File: src/pkg/asc_regs.svh
// Register selects, field positions, reset values and timing of the bank
`ifndef ASC_REGS_SVH
`define ASC_REGS_SVH

// Register select codes carried in the command byte
`define ASC_SEL_STATUS      3'h0
`define ASC_SEL_SETUP       3'h1

// Reset values
`define ASC_STATUS_RESET    8'h80
`define ASC_SETUP_RESET     16'h000a

// Register sizes in bits
`define ASC_STATUS_BITS     5'h08
`define ASC_SETUP_BITS      5'h10
`define ASC_OTHER_BITS      5'h08

// Status field positions
`define ASC_ST_READY_BIT    7
`define ASC_ST_ERR_BIT      6
`define ASC_ST_VARIANT_BIT  3

// Command byte field positions (write-enable bit not stored)
`define ASC_CMD_RW_BIT      6
`define ASC_CMD_SEL_HI      5
`define ASC_CMD_SEL_LO      3

// Timing: system clock and internal oscillator rates in hertz
`define ASC_SYS_CLK_HZ      20000000
`define ASC_OSC_HZ          64000

`endif

File: src/pkg/asc_pkg.sv
// Types shared by the status and mode register bank
package asc_pkg;

  // Converter operating modes
  typedef enum logic [2:0] {
    ASC_MD_CONT      = 3'h0,
    ASC_MD_SINGLE    = 3'h1,
    ASC_MD_IDLE      = 3'h2,
    ASC_MD_PDOWN     = 3'h3,
    ASC_MD_INT_ZERO  = 3'h4,
    ASC_MD_RESERVED  = 3'h5,
    ASC_MD_SYS_ZERO  = 3'h6,
    ASC_MD_SYS_FULL  = 3'h7
  } asc_mode_e;

  // Converter clock sources
  typedef enum logic [1:0] {
    ASC_CK_INT       = 2'h0,
    ASC_CK_INT_OUT   = 2'h1,
    ASC_CK_EXT       = 2'h2,
    ASC_CK_EXT_DIV2  = 2'h3
  } asc_clk_src_e;

  // Serial engine states, one-hot
  typedef enum logic [3:0] {
    ASC_S_CMD  = 4'h1,
    ASC_S_RD   = 4'h2,
    ASC_S_WR   = 4'h4,
    ASC_S_SKIP = 4'h8
  } asc_state_e;

  // Mode register layout
  typedef struct packed {
    asc_mode_e    operating_mode_select;
    logic [4:0]   zero_hi;
    asc_clk_src_e clock_source_select;
    logic [1:0]   zero_lo;
    logic [3:0]   update_rate_select;
  } asc_setup_s;

  // Events from the conversion core
  typedef struct packed {
    logic data_written;
    logic clamped;
    logic pre_update;
    logic data_read;
    logic enter_pdown;
  } asc_conv_evt_s;

endpackage

File: src/rtl/asc_pin_sync.sv
// Two-stage synchroniser for a group of pin inputs
`timescale 1ns/1ns
`default_nettype none

module asc_pin_sync #(
  parameter int           W    = 5,
  parameter logic [W-1:0] INIT = '0   // Idle level of each pin
) (
  // Clock and reset
  input  wire logic         sys_clk,
  input  wire logic         reset,
  // Pins and synchronised levels
  input  wire logic [W-1:0] pin_in,
  output logic      [W-1:0] pin_sync
);

  logic [W-1:0] meta_reg;  // First stage, read only by the second

  // ----------------------------------------------------------------
  // Two flops per pin
  // ----------------------------------------------------------------
  // Only the second stage leaves this module, so nothing can see a
  // metastable level
  always_ff @(posedge sys_clk or posedge reset)
  begin
    if (reset)
    begin
      // Idle levels, so that no false edge follows reset
      meta_reg <= INIT;
      pin_sync <= INIT;
    end
    else
    begin
      meta_reg <= pin_in;
      pin_sync <= meta_reg;
    end
  end

endmodule
`default_nettype wire

File: src/rtl/asc_regs.sv
// Status and mode register bank behind the three-wire serial port
//
// Function
// - Read-only 8-bit status, resets to 80h
// - Status shifts out bit 7 first
// - New result clears the ready flag
// - Data read or pending update sets ready
// - Entering power-down sets the ready flag
// - Data-out pin also shows ready level
// - Clamp flag updates with ready flag
// - Conversion-starting write clears clamp flag
// - Status bits 5 and 4 read zero
// - Bit 3 shows the resolution variant
// - Bits 2..0 show active channel
// - 16-bit read/write mode, resets to 000Ah
// - Mode register shifts bit 15 first
// - Mode write resets filter, sets ready
// - Bits 15..13 select operating mode
// - Codes 00/01 internal oscillator, 01 drives pin
// - Code 10 external clock, 11 halves it
// - Bits 3..0 select update rate
// - Operating mode code meanings
// - Select 000 status/command, 001 mode
`timescale 1ns/1ns
`default_nettype none
`include "asc_regs.svh"

module asc_regs (
  // Clock and reset
  input  wire logic                   sys_clk,
  input  wire logic                   reset,
  // Serial port pins
  input  wire logic                   sclk_pin,
  input  wire logic                   din_pin,
  input  wire logic                   cs_n_pin,
  output logic                        dout_rdy_o,
  output logic                        dout_rdy_oe,
  // Converter clock pin
  input  wire logic                   clk_pin_i,
  output logic                        clk_pin_o,
  output logic                        clk_pin_oe,
  // Resolution strap, high on the 24-bit variant
  input  wire logic                   res24_strap,
  // Conversion core side
  input  wire asc_pkg::asc_conv_evt_s conv_evt,
  input  wire logic [2:0]             active_channel_code,
  output asc_pkg::asc_setup_s         setup_o,
  output logic                        filter_reset_o,
  output logic                        adc_clk_tick_o
);

  // ----------------------------------------------------------------
  // Declarations
  // ----------------------------------------------------------------
  localparam int OSC_HALF = `ASC_SYS_CLK_HZ / (2 * `ASC_OSC_HZ);
  localparam logic [7:0] STATUS_RST = `ASC_STATUS_RESET;  // Reset image

  logic [4:0]           sync_vec;      // Synchronised pins
  logic                 sclk_s;        // Serial clock level
  logic                 din_s;         // Serial data level
  logic                 cs_act;        // Chip select asserted
  logic                 clk_s;         // External clock level
  logic                 strap_s;       // Strap level
  logic                 sclk_d;        // Previous serial clock
  logic                 clk_d;         // Previous external clock
  logic                 sclk_rise;     // Sample edge
  logic                 sclk_fall;     // Shift edge
  logic                 clk_rise;      // External clock edge

  asc_pkg::asc_state_e  state_reg;     // Serial engine state
  logic [4:0]           cnt_reg;       // Bit counter
  logic [4:0]           len_reg;       // Data phase length
  logic [5:0]           cmd_reg;       // Command bits so far
  logic [15:0]          out_reg;       // Read shifter
  logic [14:0]          in_reg;        // Write shifter
  logic [6:0]           cmd_byte;      // Command after its last bit
  logic                 mode_wr_reg;   // Mode write pulse
  logic [15:0]          wr_data_reg;   // Mode write value

  asc_pkg::asc_setup_s  setup_reg;     // Mode register
  logic                 rdy_reg;       // Ready flag, high = no data
  logic                 err_reg;       // Clamp flag
  logic [2:0]           chan_reg;      // Active channel
  logic                 variant_reg;   // Resolution variant
  logic                 strap_done;    // Strap caught
  logic [1:0]           strap_age;     // Cycles since reset release
  logic                 rdy_set;       // Any ready set source
  logic                 start_wr;      // Write that starts a conversion

  logic [8:0]           osc_cnt;       // Oscillator divider
  logic                 osc_phase;     // Oscillator square wave
  logic                 ext_div;       // Divide-by-two phase

  // ----------------------------------------------------------------
  // Helpers
  // ----------------------------------------------------------------
  // Status byte assembled from the live flags
  function automatic logic [7:0] status_word(input logic rdy,
                                             input logic err,
                                             input logic var24,
                                             input logic [2:0] ch);
    status_word = {rdy, err, 2'b00, var24, ch};
  endfunction

  // Mode codes after which a conversion is running
  function automatic logic starts_conv(input asc_pkg::asc_mode_e md);
    starts_conv = (md == asc_pkg::ASC_MD_CONT) ||
                  (md == asc_pkg::ASC_MD_SINGLE);
  endfunction

  // ----------------------------------------------------------------
  // Pin synchronisers and edges
  // ----------------------------------------------------------------
  asc_pin_sync #(
    .W        (5),
    // Serial clock parked high and chip select released at reset
    .INIT     (5'b00101)
  ) u_sync (
    .sys_clk  (sys_clk),
    .reset    (reset),
    .pin_in   ({res24_strap, clk_pin_i, cs_n_pin, din_pin, sclk_pin}),
    .pin_sync (sync_vec)
  );

  assign sclk_s    = sync_vec[0];
  assign din_s     = sync_vec[1];
  assign cs_act    = ~sync_vec[2];
  assign clk_s     = sync_vec[3];
  assign strap_s   = sync_vec[4];
  assign sclk_rise = sclk_s & ~sclk_d;
  assign sclk_fall = ~sclk_s & sclk_d;
  assign clk_rise  = clk_s & ~clk_d;
  assign cmd_byte  = {cmd_reg, din_s};

  // Edge history
  always_ff @(posedge sys_clk or posedge reset)
  begin
    if (reset)
    begin
      sclk_d <= 1'b1;
      clk_d  <= 1'b0;
    end
    else
    begin
      sclk_d <= sclk_s;
      clk_d  <= clk_s;
    end
  end

  // ----------------------------------------------------------------
  // Serial engine
  // ----------------------------------------------------------------
  // Releasing chip select aborts any frame and waits for a command
  always_ff @(posedge sys_clk or posedge reset)
  begin
    if (reset)
    begin
      state_reg   <= asc_pkg::ASC_S_CMD;
      cnt_reg     <= 5'h00;
      len_reg     <= 5'h00;
      cmd_reg     <= 6'h00;
      out_reg     <= 16'h0000;
      in_reg      <= 15'h0000;
      mode_wr_reg <= 1'b0;
      wr_data_reg <= 16'h0000;
    end
    else
    begin
      mode_wr_reg <= 1'b0;
      if (!cs_act)
      begin
        state_reg <= asc_pkg::ASC_S_CMD;
        cnt_reg   <= 5'h00;
      end
      else
      begin
        unique case (state_reg)
          asc_pkg::ASC_S_CMD:
          begin
            if (sclk_rise && cnt_reg == 5'h00)
            begin
              // A leading one is not a write enable: stay put
              if (!din_s)
                cnt_reg <= 5'h01;
            end
            else if (sclk_rise && cnt_reg != 5'h07)
            begin
              cmd_reg <= cmd_byte[5:0];
              cnt_reg <= cnt_reg + 5'h01;
            end
            else if (sclk_rise)
            begin
              cnt_reg <= 5'h00;
              // Read of select zero fetches status
              if (cmd_byte[`ASC_CMD_RW_BIT] &&
                  cmd_byte[`ASC_CMD_SEL_HI:`ASC_CMD_SEL_LO] ==
                  `ASC_SEL_STATUS)
              begin
                out_reg   <= {status_word(rdy_reg, err_reg, variant_reg,
                                          chan_reg), 8'h00};
                len_reg   <= `ASC_STATUS_BITS;
                state_reg <= asc_pkg::ASC_S_RD;
              end
              else if (cmd_byte[`ASC_CMD_SEL_HI:`ASC_CMD_SEL_LO] ==
                       `ASC_SEL_SETUP)
              begin
                out_reg   <= setup_reg;
                len_reg   <= `ASC_SETUP_BITS;
                state_reg <= cmd_byte[`ASC_CMD_RW_BIT] ?
                             asc_pkg::ASC_S_RD : asc_pkg::ASC_S_WR;
              end
              // Write of select zero hits the command register only
              else if (cmd_byte[`ASC_CMD_SEL_HI:`ASC_CMD_SEL_LO] ==
                       `ASC_SEL_STATUS)
                state_reg <= asc_pkg::ASC_S_CMD;
              // Registers kept elsewhere: let their bits pass
              else
              begin
                len_reg   <= `ASC_OTHER_BITS;
                state_reg <= asc_pkg::ASC_S_SKIP;
              end
            end
          end
          asc_pkg::ASC_S_RD:
          begin
            // MSB leaves first, next bit after each falling edge; the
            // fall before the first sampling edge keeps the MSB up
            if (sclk_fall && cnt_reg != 5'h00)
              out_reg <= {out_reg[14:0], 1'b0};
            if (sclk_rise)
            begin
              cnt_reg <= cnt_reg + 5'h01;
              if (cnt_reg == len_reg - 5'h01)
              begin
                cnt_reg   <= 5'h00;
                state_reg <= asc_pkg::ASC_S_CMD;
              end
            end
          end
          asc_pkg::ASC_S_WR:
          begin
            if (sclk_rise)
            begin
              in_reg  <= {in_reg[13:0], din_s};
              cnt_reg <= cnt_reg + 5'h01;
              if (cnt_reg == len_reg - 5'h01)
              begin
                wr_data_reg <= {in_reg, din_s};
                mode_wr_reg <= 1'b1;
                cnt_reg     <= 5'h00;
                state_reg   <= asc_pkg::ASC_S_CMD;
              end
            end
          end
          asc_pkg::ASC_S_SKIP:
          begin
            if (sclk_rise)
            begin
              cnt_reg <= cnt_reg + 5'h01;
              if (cnt_reg == len_reg - 5'h01)
              begin
                cnt_reg   <= 5'h00;
                state_reg <= asc_pkg::ASC_S_CMD;
              end
            end
          end
        endcase
      end
    end
  end

  // Data-out pin: read bits in a read phase, ready level otherwise
  always_ff @(posedge sys_clk or posedge reset)
  begin
    if (reset)
    begin
      dout_rdy_o  <= 1'b1;
      dout_rdy_oe <= 1'b0;
    end
    else
    begin
      dout_rdy_o  <= (state_reg == asc_pkg::ASC_S_RD) ? out_reg[15]
                                                       : rdy_reg;
      dout_rdy_oe <= cs_act;
    end
  end

  // ----------------------------------------------------------------
  // Mode register
  // ----------------------------------------------------------------
  // Stored as written; reserved bits are the host's to keep zero
  always_ff @(posedge sys_clk or posedge reset)
  begin
    if (reset)
    begin
      setup_reg      <= `ASC_SETUP_RESET;
      filter_reset_o <= 1'b0;
    end
    else
    begin
      filter_reset_o <= mode_wr_reg;
      if (mode_wr_reg)
        setup_reg <= wr_data_reg;
    end
  end

  assign setup_o = setup_reg;

  // ----------------------------------------------------------------
  // Status register
  // ----------------------------------------------------------------
  assign rdy_set  = conv_evt.data_read | conv_evt.pre_update |
                    conv_evt.enter_pdown | mode_wr_reg;
  assign start_wr = mode_wr_reg &&
                    starts_conv(asc_pkg::asc_mode_e'(wr_data_reg[15:13]));

  // Ready flag: any set wins over a result landing in the same cycle
  always_ff @(posedge sys_clk or posedge reset)
  begin
    if (reset)
      rdy_reg <= STATUS_RST[`ASC_ST_READY_BIT];
    else if (rdy_set)
      rdy_reg <= 1'b1;
    else if (conv_evt.data_written)
      rdy_reg <= 1'b0;
  end

  // Clamp flag follows each result; a fresh start clears it
  always_ff @(posedge sys_clk or posedge reset)
  begin
    if (reset)
      err_reg <= STATUS_RST[`ASC_ST_ERR_BIT];
    else if (conv_evt.data_written)
      err_reg <= conv_evt.clamped;
    else if (start_wr)
      err_reg <= 1'b0;
  end

  // Channel follows the core; strap caught once after release
  always_ff @(posedge sys_clk or posedge reset)
  begin
    if (reset)
    begin
      chan_reg    <= 3'h0;
      variant_reg <= 1'b0;
      strap_done  <= 1'b0;
      strap_age   <= 2'h0;
    end
    else
    begin
      chan_reg <= active_channel_code;
      // The strap needs two cycles to clear the synchroniser
      if (strap_age != 2'h2)
        strap_age <= strap_age + 2'h1;
      else if (!strap_done)
      begin
        variant_reg <= strap_s;
        strap_done  <= 1'b1;
      end
    end
  end

  // ----------------------------------------------------------------
  // Converter clock
  // ----------------------------------------------------------------
  // Ticks and the clock pin drive stop in power-down; the oscillator divider and clk_pin_o keep running
  always_ff @(posedge sys_clk or posedge reset)
  begin
    if (reset)
    begin
      osc_cnt        <= 9'h000;
      osc_phase      <= 1'b0;
      ext_div        <= 1'b0;
      adc_clk_tick_o <= 1'b0;
      clk_pin_o      <= 1'b0;
      clk_pin_oe     <= 1'b0;
    end
    else
    begin
      adc_clk_tick_o <= 1'b0;
      if (osc_cnt == 9'(OSC_HALF - 1))
      begin
        osc_cnt   <= 9'h000;
        osc_phase <= ~osc_phase;
      end
      else
        osc_cnt <= osc_cnt + 9'h001;
      clk_pin_o  <= osc_phase;
      clk_pin_oe <= (setup_reg.clock_source_select ==
                     asc_pkg::ASC_CK_INT_OUT) &&
                    (setup_reg.operating_mode_select !=
                     asc_pkg::ASC_MD_PDOWN);
      if (setup_reg.operating_mode_select != asc_pkg::ASC_MD_PDOWN)
      begin
        unique case (setup_reg.clock_source_select)
          asc_pkg::ASC_CK_INT, asc_pkg::ASC_CK_INT_OUT:
            adc_clk_tick_o <= (osc_cnt == 9'(OSC_HALF - 1)) &&
                              !osc_phase;
          asc_pkg::ASC_CK_EXT:
            adc_clk_tick_o <= clk_rise;
          asc_pkg::ASC_CK_EXT_DIV2:
          begin
            if (clk_rise)
              ext_div <= ~ext_div;
            adc_clk_tick_o <= clk_rise && ext_div;
          end
        endcase
      end
    end
  end
endmodule
`default_nettype wire
File: config.mk
export PLATFORM = sky130hd
export DESIGN_NAME = asc_regs
export DESIGN_NICKNAME = d
export VERILOG_FILES = /design/src/pkg/asc_pkg.sv /design/src/rtl/asc_pin_sync.sv /design/src/rtl/asc_regs.sv
export VERILOG_INCLUDE_DIRS = /design/src /design/src/pkg
export SDC_FILE = /design/constraint.sdc
export NUM_CORES = 1
export LEC_CHECK = 0
export BUFFER_PORTS_ARGS = -buffer_cell sky130_fd_sc_hd__buf_2
export CAP_MARGIN = 10
export CORE_ASPECT_RATIO = 0.8
export CORE_MARGIN = 2
export CORE_UTILIZATION = 64
export CTS_CLUSTER_DIAMETER = 120
export CTS_CLUSTER_SIZE = 40
export DETAILED_ROUTE_END_ITERATION = 7
export MAX_ROUTING_LAYER = met4
export PLACE_DENSITY = 0.84
export SLEW_MARGIN = 40
export SYNTH_ARGS = -nofsm -noshare
export SYNTH_HDL_FRONTEND = slang
export SYNTH_HIERARCHICAL = 1
export SYNTH_SLANG_ARGS = --single-unit
File: constraint.sdc
create_clock -name sys_clk -period 4.8 [get_ports sys_clk]
set_input_delay 0.48 -clock sys_clk [delete_from_list [all_inputs] [get_ports sys_clk]]
set_output_delay 0.48 -clock sys_clk [all_outputs]
set_load 0.02 [all_outputs]
==> impl_metrics.yaml <==
outcome:
  status: "complete, no violations"
timing:
  finalMaxSlewViolations: 0
  rsz0062_at_grt: "false"
  fin_crit_sh_pct: 51.94
  skew_ns: 0.008921
  slew_headroom_pct: 46.05
  fmax_ghz: 0.4011
  min_period_ns: 2.493
  finalHoldViolations: 0
  hold_ws_ns: 0.04397
  setup_viol: 0
  worstMarginPinSlew_ns: 0.8093
  tns_ns: 0
  fin_ws_ns: 2.307
cts:
  cts_resized: 0
  clk_latency_ns: 0.53
  cts_inserted_buffers: 17
  cts_setup_buffers: 0
  clockBufferDepth: 2
  htree_levels: 4
  clk_pin_slew_ns: 0.06
  clock-sinks: 119
  cts_tree: "yes"
  ctsRootBufferMaster: "clkbuf_8"
floorplanning:
  die_x_um: 103.1
  dieHeight_um: 83.24
  initial_core_util_pct: 67.01
  core_area_mm2: 0.007497
  ios: 37
  row_count: 28
  die_area_mm2: 0.008578
synthesis:
  syn_area_per_cell_um2: 12.95
  ys_warn_count: 6
  ys_seq_elements: 119
  netlist_top_cells_count: "109 x dfrtp_1, 63 x mux2_2, 25 x nand2_1, 24 x nor2_1, 21 x o21ai_0"
  synth_flop_cell: "dfrtp_1"
  synthXorXnorAreaFrac_pct: 1.918
  synth-simple-area-share_pct: 9.913
  ys_seq_area_share_pct: 59.53
  synth_compound_area_share_pct: 6.974
  yosysUniqueCellTypes: 48
  yosys.cell_count.top_type: "dfrtp_1"
  yosysTopAreaCell: "dfrtp_1"
  async_flop_share_pct: 100.0
  synth_top_area_share_pct: 54.30
  synth_fp_nets: 407
  synthCells: 388
  synthAdderAreaFrac_pct: 0.9963
  synth_edf_count: 0
  synth_area_leaders: "dfrtp_1 54%, mux2_2 14%, dfstp_2 5.2%, o21ai_0 2.1%, mux2i_1 2.0%"
  synth_top_family_by_area: "multiplexers"
  synthesis.area_mm2: 0.005024
  synth.mux.area_fraction_pct: 17.61
placed_design:
  pre_cts_slack_ns: 2.382
  dp_hpwl_um: 6288
  placed_cells_incl_taps: 515
  dpl_cell_area_mm2: 0.005275
  port_buffers: 36
  gp_congestion: 0.8372
worst_setup_path:
  worstPathRequired_ns: 5.21
  slowest_stage: "nand4_2"
  r2r_start: "cnt_reg[0]"
  reg2regPathDepth: 5
  reg2reg_to: "wr_data_reg[7]"
  rrSetupSlack_ns: 2.31
  cp_cell_sequence: "ha_1 -> nand4b_1 -> mux2i_1 -> nand4_2 -> mux2_2"
  crit_arrival_ns: 2.90
  slowest_delay_ns: 0.65
  startpoint_type: "flop"
  end_kind: "flop"
  criticalPathCategory: "flop to flop"
  worstPathMaxFanout: 17
pwr:
  clkPwrFrac_pct: 54.3
  power_frac_comb_pct: 2.7
  power_frac_seq_pct: 43.0
  power.switching_uw: 524.2
  power.leakage_uw: 0.002910
  swShare_pct: 21.63
  max-vdd-ir-drop_mv: 0.3109
  p_per_area_mw_per_mm2: 409.3
  p_int_uw: 1899
detailed_routing:
  ant_nets: 0
  routed_wl_um: 9949
  viasPerCell: 5.786
  drc_errors: 0
  drtIter0Drc: 197
  drtPass1Iterations: 4
  vias: 3171
  wl_per_cell_um: 18.16
hold_path:
  hold_end: "u_sync/meta_reg[0]"
  hold_depth: 1
  worst_hold_path_type: "input pin to flop"
  hold_start: "sclk_pin"
global_routing:
  grt_usage_pct: 26.82
  grt_first_pass_wirelength_um: 16590
  grt_max_degree: 72
  grt_pass1_vias: 3327
  grt-ovfl-total: 0
  antenna_found_initial: 0
cells_and_area:
  area_delta_synth_final_pct: 17.83
  drive_above_1_share_pct: 36.12
  num_antenna_cells: 0
  nets: 449
  stdcell_area_mm2: 0.005919
  final_cells: 548
run:
  maxCapViolCount: 0
## metal layers
metal	vias to the layer above	GRT usage (%)	part of all wire (%)
met5	-	-	0
met4	0	13.52	2.6
met3	22	7.155	4.6
met2	67	38.67	48
met1	1620	35.12	45
li1	1462	-	-
## area by class of cell
cell class,count,area [µm²]
Inverter,16,65.06
Clock buffer,18,417.9
Tap cell,105,131.4
Fill cell,467,1578
Sequential cell,119,2990
Clock inverter,14,197.7
Timing Repair Buffer,40,212.7
Multi-Input combinational cell,236,1904
## worst max path at each step
stage | start | to | slack (ns) | cells after the start
2_1_floorplan | reset | adc_clk_tick_o | 1.46 | 1
3_3_place_gp | state_reg[3] | out_reg[3] | 2.44 | 4
3_5_place_dp | state_reg[0] | out_reg[9] | 2.38 | 3
4_1_cts | cnt_reg[0] | wr_data_reg[9] | 2.33 | 5
5_1_grt | cnt_reg[0] | wr_data_reg[7] | 2.16 | 5
6_report | cnt_reg[0] | wr_data_reg[7] | 2.31 | 5
## placed cells by master, fill, tap and decap left out, types with 2 or more instances in the layout
cell          n
nor4b_4       2
nand4_1       5
bufinv_16     4
nor4_1        3
nor2b_1       4
clkinvlp_4    5
xnor2_1       3
inv_1        15
buf_2        36
mux2i_1      10
nor2_1       24
nand2_1      25
mux2_2       63
buf_4         3
a22o_1        9
o211ai_1      3
a32oi_1       3
xor2_1        8
inv_6         4
dfstp_2      10
a21oi_1      10
o21ai_0      21
mux2_4        5
dfrtp_1     109
or2_2         2
nand3_1       6
or3_1         2
nand4b_1      2
clkbuf_16    16
ha_1          4
nor3_1        3
## logic make-up (layout without fill, tap and decap cells)
family                   Yosys count  in the layout
flip-flops                       119            119
adder cells (fa/ha/maj)            4              4
AO/OA/AOI/OAI                     53             53
AND/OR/NAND/NOR                   90             90
XOR/XNOR                          11             11
multiplexers                      78             78
buffers and inverters             33             88
## per-stage QoR
step	util [%]	power, µW
after floorplan	-	1102
after global routing	78.96	2500
after detailed placement	70.36	1124
after CTS	78.70	2439
after global placement	70.16	1122
final	78.96	2423
## power by group through the flow
stage | logic (µW) | registers, µW | clock network, µW
floorplan | 50.1 | 1050 | 0
global placement | 65.1 | 1060 | 0
detailed placement | 67.1 | 1060 | 0
CTS | 67.3 | 1040 | 1330
global route | 75.9 | 1040 | 1380
finish | 66.3 | 1040 | 1320
## critical path, delay by kind of cell, from the launching register on
kind	cells	cell delay (ns)
mux	2	0.88
fa+ha+maj	1	0.29
simple gates	2	0.78
flops	1	0.41
## timing repair
item,4_1_cts,5_1_grt
endpoints found under the hold margin,6,0
hold buffers,1,0
endpoints found under the setup margin,0,0
No activity file was read; power rests on OpenSTA's default activity.
